$ cat config.mk
export PLATFORM = sky130hd
export DESIGN_NAME = pcs_cfg_regs
export DESIGN_NICKNAME = d
export VERILOG_FILES = /design/src/common/pcs_pkg.sv /design/src/common/pcs_ten_if.sv /design/src/pcs_tenure.sv /design/src/pcs_cfg_regs.sv
export SDC_FILE = /design/constraint.sdc
export NUM_CORES = 1
export LEC_CHECK = 0
export BUFFER_PORTS_ARGS = -buffer_cell sky130_fd_sc_hd__buf_2
export CORE_MARGIN = 4
export CORE_UTILIZATION = 48
export DETAILED_ROUTE_END_ITERATION = 7
export PLACE_DENSITY = 0.79
export SETUP_SLACK_MARGIN = 0.02
export SYNTH_ARGS = -nofsm -noshare
export SYNTH_HDL_FRONTEND = slang
export SYNTH_HIERARCHICAL = 1
export SYNTH_SLANG_ARGS = --single-unit
$ cat constraint.sdc
create_clock -name clk_sys -period 2.9 [get_ports clk_sys]
set_clock_uncertainty 0.1 [all_clocks]
set_input_delay 0.435 -clock clk_sys [delete_from_list [all_inputs] [get_ports clk_sys]]
set_output_delay 0.435 -clock clk_sys [all_outputs]
set_load 0.005 [all_outputs]
$ cat src/common/pcs_pkg.sv
package pcs_pkg;

    // Configuration offsets, byte addresses as printed
    localparam logic [7:0]  STATUS_OFS   = 8'h06;
    localparam logic [7:0]  CLASS_OFS    = 8'h08;
    localparam logic [7:0]  TENURE_OFS   = 8'h0c;

    // Reset values
    localparam logic [15:0] STATUS_RST   = 16'h0210;
    localparam logic [7:0]  TENURE_RST   = 8'h00;
    localparam logic [7:0]  LINE_RST     = 8'h00;

    // Status field positions
    localparam int          PAR_BIT      = 15;
    localparam int          SYS_BIT      = 14;
    localparam int          MAB_BIT      = 13;
    localparam int          TAR_BIT      = 12;
    localparam int          TAS_BIT      = 11;
    localparam int          DPAR_BIT     = 8;

    // Hardwired status fields
    localparam logic [1:0]  DEVSEL_MEDIUM           = 2'h1;
    localparam logic        BACK_TO_BACK_CAPABLE    = 1'h0;
    localparam logic        USER_FEATURE_SUPPORT    = 1'h0;
    localparam logic        DOUBLE_SPEED_CAPABLE    = 1'h0;
    localparam logic        CAPABILITY_LIST_PRESENT = 1'h1;

    // Class code fields
    localparam logic [7:0]  BASE_CATEGORY     = 8'h0c;
    localparam logic [7:0]  SUB_CATEGORY      = 8'h00;
    localparam logic [7:0]  PROGRAMMING_MODEL = 8'h10;

    typedef enum logic {PCS_IDLE, PCS_COUNT} pcs_ten_state_t;

endpackage

$ cat src/common/pcs_ten_if.sv
`timescale 1ns/100ps
`default_nettype none
interface pcs_ten_if;
    logic [7:0] limit;
    logic       start;
    logic       active;
    logic       gnt_high;
    logic       stop;
    logic       expired;

    modport regs  (output limit, output start, output active, output gnt_high,
                   input stop, input expired);
    modport timer (input limit, input start, input active, input gnt_high,
                   output stop, output expired);
endinterface
`default_nettype wire

$ cat src/pcs_tenure.sv
`timescale 1ns/100ps
`default_nettype none
module pcs_tenure (
    // Clock and reset
    input  wire logic  clk_sys,
    input  wire logic  resetn,
    // Register side
    pcs_ten_if.timer   ten
);
    import pcs_pkg::*;

    pcs_ten_state_t state_r;
    pcs_ten_state_t state_nxt;
    logic [7:0]     cnt_r;
    logic [7:0]     cnt_nxt;
    logic           expired_r;
    logic           expired_nxt;
    logic           stop_r;
    logic           stop_nxt;

    always_comb
    begin
        state_nxt = state_r;
        cnt_nxt   = cnt_r;
        unique case (state_r)
            PCS_IDLE:
            begin
                if (ten.start)
                begin
                    state_nxt = PCS_COUNT;
                    cnt_nxt   = 8'h00;
                end
            end
            PCS_COUNT:
            begin
                if (!ten.active)
                    state_nxt = PCS_IDLE;
                else if (ten.start)
                    cnt_nxt = 8'h00;
                else if (cnt_r != 8'hff)
                    cnt_nxt = cnt_r + 8'h01;
            end
        endcase
        // Saturate so a long burst cannot wrap back under the limit
        expired_nxt = (state_nxt == PCS_COUNT) && (cnt_nxt >= ten.limit);
        stop_nxt    = expired_nxt && ten.gnt_high && ten.active;
    end

    always_ff @(posedge clk_sys or negedge resetn)
    begin
        if (!resetn)
        begin
            state_r   <= PCS_IDLE;
            cnt_r     <= 8'h00;
            expired_r <= 1'b0;
            stop_r    <= 1'b0;
        end
        else
        begin
            state_r   <= state_nxt;
            cnt_r     <= cnt_nxt;
            expired_r <= expired_nxt;
            stop_r    <= stop_nxt;
        end
    end

    assign ten.stop    = stop_r;
    assign ten.expired = expired_r;
endmodule
`default_nettype wire

$ cat src/pcs_cfg_regs.sv
`timescale 1ns/100ps
`default_nettype none
module pcs_cfg_regs #(
    // Arbitrary neutral revision code
    parameter logic [7:0] SILICON_REV = 8'h0a
) (
    // Clock and reset
    input  wire logic        clk_sys,
    input  wire logic        resetn,
    // Configuration access
    input  wire logic        cfg_req,
    input  wire logic        cfg_we,
    input  wire logic [7:0]  cfg_addr,
    input  wire logic [3:0]  cfg_be,
    input  wire logic [31:0] cfg_wdata,
    output var  logic        cfg_ack_r,
    output var  logic [31:0] cfg_rdata_r,
    // Command register enables
    input  wire logic        parity_response_enable,
    input  wire logic        system_error_enable,
    // Bus events
    input  wire logic        parity_fault_evt,
    input  wire logic        system_error_evt,
    input  wire logic        master_abort_evt,
    input  wire logic        target_abort_in_evt,
    input  wire logic        target_abort_out_evt,
    input  wire logic        perr_observed,
    input  wire logic        master_data_phase,
    // Bus tenure
    input  wire logic        frame_start,
    input  wire logic        xfer_active,
    input  wire logic        gnt_n_pin,
    output logic             tenure_stop,
    output logic             tenure_expired,
    output var  logic [7:0]  tenure_limit_r,
    output var  logic [7:0]  line_size_words_r
);
    import pcs_pkg::*;

    // Write-one-to-clear with the hardware set taking priority
    function automatic logic flag_next(input logic cur, input logic clr, input logic set);
        flag_next = (cur && !clr) || set;
    endfunction

    // Byte-lane merge for writable fields
    function automatic logic [7:0] lane_merge(input logic [7:0] cur, input logic en, input logic [7:0] wd);
        lane_merge = en ? wd : cur;
    endfunction

    logic [5:0]  cfg_dw;
    logic        wr_stat;
    logic        wr_ten;
    logic [15:0] stat_clr;
    logic [15:0] status_rd;

    // Status flag group
    logic parity_error_seen_r;
    logic parity_error_seen_nxt;
    logic system_error_signaled_r;
    logic system_error_signaled_nxt;
    logic master_abort_received_r;
    logic master_abort_received_nxt;
    logic target_abort_received_r;
    logic target_abort_received_nxt;
    logic target_abort_signaled_r;
    logic target_abort_signaled_nxt;
    logic master_data_parity_flag_r;
    logic master_data_parity_flag_nxt;

    // Tenure and line size group
    logic [7:0] tenure_limit_nxt;
    logic [7:0] line_size_words_nxt;

    // Answer group
    logic        cfg_ack_nxt;
    logic [31:0] cfg_rdata_nxt;
    logic [5:0]  rsp_dw_r;
    logic [5:0]  rsp_dw_nxt;

    // Grant pin synchroniser
    logic gnt_meta_r;
    logic gnt_sync_r;

    pcs_ten_if ten ();

    assign cfg_dw  = cfg_addr[7:2];
    assign wr_stat = cfg_req && cfg_we && (cfg_dw == STATUS_OFS[7:2]);
    assign wr_ten  = cfg_req && cfg_we && (cfg_dw == TENURE_OFS[7:2]);

    // Status sits in the upper half of its dword, lanes 2 and 3
    assign stat_clr = wr_stat ? {(cfg_be[3] ? cfg_wdata[31:24] : 8'h00),
                                 (cfg_be[2] ? cfg_wdata[23:16] : 8'h00)} : 16'h0000;

    assign status_rd = {parity_error_seen_r,
                        system_error_signaled_r,
                        master_abort_received_r,
                        target_abort_received_r,
                        target_abort_signaled_r,
                        DEVSEL_MEDIUM,
                        master_data_parity_flag_r,
                        BACK_TO_BACK_CAPABLE,
                        USER_FEATURE_SUPPORT,
                        DOUBLE_SPEED_CAPABLE,
                        CAPABILITY_LIST_PRESENT,
                        STATUS_RST[3:0]};

    always_comb
    begin
        parity_error_seen_nxt = flag_next(parity_error_seen_r,
            stat_clr[PAR_BIT], parity_fault_evt);
        system_error_signaled_nxt = flag_next(system_error_signaled_r,
            stat_clr[SYS_BIT], system_error_evt && system_error_enable);
        master_abort_received_nxt = flag_next(master_abort_received_r,
            stat_clr[MAB_BIT], master_abort_evt);
        target_abort_received_nxt = flag_next(target_abort_received_r,
            stat_clr[TAR_BIT], target_abort_in_evt);
        target_abort_signaled_nxt = flag_next(target_abort_signaled_r,
            stat_clr[TAS_BIT], target_abort_out_evt);
        master_data_parity_flag_nxt = flag_next(master_data_parity_flag_r,
            stat_clr[DPAR_BIT],
            perr_observed && master_data_phase && parity_response_enable);
    end

    always_ff @(posedge clk_sys or negedge resetn)
    begin
        if (!resetn)
        begin
            parity_error_seen_r       <= STATUS_RST[PAR_BIT];
            system_error_signaled_r   <= STATUS_RST[SYS_BIT];
            master_abort_received_r   <= STATUS_RST[MAB_BIT];
            target_abort_received_r   <= STATUS_RST[TAR_BIT];
            target_abort_signaled_r   <= STATUS_RST[TAS_BIT];
            master_data_parity_flag_r <= STATUS_RST[DPAR_BIT];
        end
        else
        begin
            parity_error_seen_r       <= parity_error_seen_nxt;
            system_error_signaled_r   <= system_error_signaled_nxt;
            master_abort_received_r   <= master_abort_received_nxt;
            target_abort_received_r   <= target_abort_received_nxt;
            target_abort_signaled_r   <= target_abort_signaled_nxt;
            master_data_parity_flag_r <= master_data_parity_flag_nxt;
        end
    end

    always_comb
    begin
        tenure_limit_nxt    = lane_merge(tenure_limit_r, wr_ten && cfg_be[1], cfg_wdata[15:8]);
        line_size_words_nxt = lane_merge(line_size_words_r, wr_ten && cfg_be[0], cfg_wdata[7:0]);
    end

    always_ff @(posedge clk_sys or negedge resetn)
    begin
        if (!resetn)
        begin
            tenure_limit_r    <= TENURE_RST;
            line_size_words_r <= LINE_RST;
        end
        else
        begin
            tenure_limit_r    <= tenure_limit_nxt;
            line_size_words_r <= line_size_words_nxt;
        end
    end

    // Class dword is constant, so its writes simply fall through
    always_comb
    begin
        cfg_ack_nxt   = cfg_req;
        rsp_dw_nxt    = cfg_req ? cfg_dw : rsp_dw_r;
        cfg_rdata_nxt = cfg_rdata_r;
        if (cfg_req && !cfg_we)
        begin
            if (cfg_dw == STATUS_OFS[7:2])
                cfg_rdata_nxt = {status_rd, 16'h0000};
            else if (cfg_dw == CLASS_OFS[7:2])
                cfg_rdata_nxt = {BASE_CATEGORY, SUB_CATEGORY,
                                 PROGRAMMING_MODEL, SILICON_REV};
            else if (cfg_dw == TENURE_OFS[7:2])
                cfg_rdata_nxt = {16'h0000, tenure_limit_r, line_size_words_r};
            else
                cfg_rdata_nxt = 32'h0000_0000;
        end
    end

    always_ff @(posedge clk_sys or negedge resetn)
    begin
        if (!resetn)
        begin
            cfg_ack_r   <= 1'b0;
            cfg_rdata_r <= 32'h0000_0000;
            rsp_dw_r    <= 6'h00;
        end
        else
        begin
            cfg_ack_r   <= cfg_ack_nxt;
            cfg_rdata_r <= cfg_rdata_nxt;
            rsp_dw_r    <= rsp_dw_nxt;
        end
    end

    // Grant comes from the arbiter pin, outside our timing
    always_ff @(posedge clk_sys or negedge resetn)
    begin
        if (!resetn)
        begin
            gnt_meta_r <= 1'b1;
            gnt_sync_r <= 1'b1;
        end
        else
        begin
            gnt_meta_r <= gnt_n_pin;
            gnt_sync_r <= gnt_meta_r;
        end
    end

    assign ten.limit    = tenure_limit_r;
    assign ten.start    = frame_start;
    assign ten.active   = xfer_active;
    assign ten.gnt_high = gnt_sync_r;

    pcs_tenure u_tenure (
        .clk_sys (clk_sys),
        .resetn  (resetn),
        .ten     (ten)
    );

    // Both come straight from flip-flops inside the tenure timer
    assign tenure_stop    = ten.stop;
    assign tenure_expired = ten.expired;
endmodule
`default_nettype wire

==> metrics.yaml <==
global_route:
  track_usage: 0.190
  grt_overflow: 0
  grt_pass1_vias: 2175
  grt_pass1_wl_mm: 10.4
  grt_max_degree: 36
  antenna_found_initial: 0
logic_synthesis:
  yosys.area_share.simple: 0.171
  syn_area_per_cell_um2: 10.7
  yosys.area_share.adder: 0.0408
  synth_edf_count: 0
  ys_ff_latch: 60
  synth-async-reset-ratio: 1.00
  synth_top_family_by_area: "simple AND/OR/NAND/NOR gates"
  ys_types: 44
  ys_warn_count: 6
  yosys.area.top_type: "dfrtp_1"
  seq_area_frac_synth: 0.545
  synth.area.mux_share: 0.0725
  synth-main-ff-cell: "dfrtp_1"
  syn_area_um2: 2760
  netlist.area_leader.share: 0.526
  synth_xor_area_frac: 0.00634
  synthTopCellsByArea: "dfrtp_1 (53%), nand2_1 (7.1%), mux2_2 (6.5%), ha_1 (4.1%), o21ai_0 (3.6%)"
  netlist_instances: 259
  synth-compound-area-share: 0.117
pwr:
  p_total_uw: 1930
  p_sw_uw: 453
  p_leak_uw: 0.00176
  seq_power_share: 0.459
  ir_drop_mv: 0.384
  p_int_uw: 1480
  power_frac_comb: 0.094
  p_sw_frac: 0.235
  p_clk_frac: 0.446
  power_density_nw_per_um2: 550
sta:
  slew_viol_final: 0
  finalHoldViolations: 0
  tightest_slew_ns: 1.08
  fmax_mhz: 366
  setup_ws_ns: 0.166
  period_needed_ns: 2.73
  setup_tns_ns: 0
  setup_viol: 0
  fin_crit_sh: 0.943
  max_slew_margin: 0.278
  rsz0062_at_grt: "false"
drt:
  drc: 0
  drt_first_pass_iters: 4
  drt-total-wl_mm: 6.31
  dr.first_iter.drc_count: 107
  via_per_inst: 5.12
  ant_nets: 0
  vias: 2212
  wire_per_inst_um: 14.6
clock_network:
  root_buffer: "clkbuf_8"
  cts_inserted_buffers: 9
  cts.sinks: 60
  clockBufferDepth: 2
  clk_latency_ns: 0.34
  h-tree-depth: 3
  cts_hold_buf: 0
  cts_tree: "yes"
  clk_pin_slew_ns: 0.07
critical_path:
  start_kind: "register"
  critical_path_required_ns: 3.03
  crit_arrival_ns: 2.86
  rrSetupSlack_ns: 0.17
  cp-end-kind: "register"
  crit_fanout: 4
  critPathKind: "register to register"
layout:
  fill_cells: 467
  syn2layout_area_growth_pct: 27.4
  nets: 424
  n_antenna_cell: 0
  fin_util: 0.635
  drive_above_1_share: 0.381
floorplan:
  core_area_um2: 5540
  die_h_um: 83.8
  die-area_um2: 7030
  rows: 27
  io-pin-count: 111
  die_w_um: 83.8
  initial_core_util: 0.498
status:
  status: "finished, final reports clean"
place:
  globalplace.congestion: 0.834
  dp_hpwl_mm: 4.68
  dpl_worst_slack_ns: 0.0508
  numPortBuffers: 90
run:
  max-cap-violations: 0
hold_path:
  hold_class: "input pin to asynchronous set/reset pin"
-- power groups by stage --
| stage | registers, µW | logic, µW | clock network [µW] |
|---|---|---|---|
| floorplan | 901 | 88.9 | 0 |
| global placement | 901 | 170 | 0 |
| detailed placement | 903 | 177 | 0 |
| CTS | 888 | 177 | 888 |
| global route | 891 | 205 | 927 |
| finish | 888 | 182 | 863 |
-- final timing paths --
| check | from | to | depth (start not counted) |
|---|---|---|---|
| setup / recovery | u_tenure/cnt_r[0] | u_tenure/ten.stop | 10 |
| hold / removal | resetn | cfg_rdata_r[1] | 1 |
| setup reg to reg | u_tenure/cnt_r[0] | u_tenure/ten.stop | 10 |
| hold reg to reg | gnt_meta_r | gnt_sync_r | 0 |
| max in group asynchronous | resetn | cfg_rdata_r[15] | 2 |
| min in group clk_sys | gnt_n_pin | gnt_meta_r | 1 |
-- layer usage --
layer	vias up	global-route usage	wire, µm
met3	12	0.0652	423
met5	-	0	0
met4	0	0.0775	146
met2	73	0.294	2950
li1	1086	-	-
met1	1041	0.242	2790
-- through the flow --
stage	hold slack (ns)	std cells	area (µm²)
6_report	0.0588	432	3520
2_1_floorplan	0.0394	265	2780
5_1_grt	0.0774	432	3520
4_1_cts	0.0777	431	3500
3_5_place_dp	0.247	415	3270
3_3_place_gp	0.247	415	3270
-- layout by cell type, fill, tap and decap left out, drive strengths merged, types with 2 or more instances in the layout --
| master | n |
|---|---|
| o21a | 3 |
| clkbuf | 11 |
| clkinvlp | 2 |
| nor2 | 7 |
| ha | 9 |
| a21o | 4 |
| nor3 | 3 |
| dfrtp | 58 |
| nand4 | 8 |
| nor4 | 2 |
| inv | 9 |
| conb | 7 |
| bufinv | 2 |
| nand2 | 52 |
| nand2b | 4 |
| nand3 | 6 |
| o21ai | 20 |
| mux2i | 2 |
| a21oi | 5 |
| buf | 96 |
| or2 | 2 |
| xor2 | 2 |
| nor2b | 6 |
| o31ai | 5 |
| dfstp | 2 |
| mux2 | 16 |
-- what timing repair did --
action / in CTS / in global routing
endpoints found under the setup margin: 0 / 2
endpoints found under the hold margin: 0 / 0
gates resized for setup: 0 / 2
buffers inserted: 0 / 1
-- registers in the layout (all words and copies together), names as in the netlist --
| register | flops |
|---|---|
| u_tenure/ten.stop | 1 |
| u_tenure/ten.expired | 1 |
| gnt_meta_r | 1 |
| master_data_parity_flag_r | 1 |
| u_tenure/state_r | 1 |
| cfg_rdata_r | 24 |
| tenure_limit_r | 8 |
| target_abort_received_r | 1 |
| line_size_words_r | 8 |
| target_abort_signaled_r | 1 |
| u_tenure/cnt_r | 8 |
| parity_error_seen_r | 1 |
| system_error_signaled_r | 1 |
| master_abort_received_r | 1 |
| gnt_sync_r | 1 |
| cfg_ack_r | 1 |
-- cells in the mapped netlist, types with 3 or more instances --
library cell / count
mux2_2: 16
inv_1: 9
o21a_1: 3
o31ai_1: 5
dfrtp_1: 58
clkbuf_1: 8
nand3_1: 6
nor2b_1: 6
o21ai_0: 20
nand2b_1: 4
nand2_1: 52
a21oi_1: 5
nand4_1: 8
buf_4: 8
ha_1: 9
nor2_1: 7
a21o_1: 4
-- final cells by class --
| cell class | instances | area (µm²) | share of cell area |
|---|---|---|---|
| clock buffer | 11 | 151 | 0.0430 |
| clock inverter | 5 | 83.8 | 0.0238 |
| inverter | 9 | 33.8 | 0.00961 |
| multi-input combinational | 179 | 1160 | 0.329 |
| sequential | 60 | 1500 | 0.428 |
| tap | 72 | 90.1 | 0.0256 |
| timing repair buffer | 96 | 495 | 0.141 |
-- critical path: stages, from the launching register on --
cell and delay, ns:
dfrtp_1 0.41, ha_1 0.22, nand4_1 0.18, o21bai_4 0.20
xor2_1 0.11, or2_2 0.28, ha_1 0.26, nand2b_1 0.15
a2111oi_2 0.39, o41a_1 0.26, nor2_1 0.07
-- cells by family after synthesis --
family / count (synthesis)
and+or+nand+nor: 95
DFF: 60
AOI/OAI and AO/OA: 48
buffers and inverters: 26
muxes: 18
adders and majority gates: 9
xor gates and xnor gates: 2
other: 1
(Power assumes the default switching activity.)
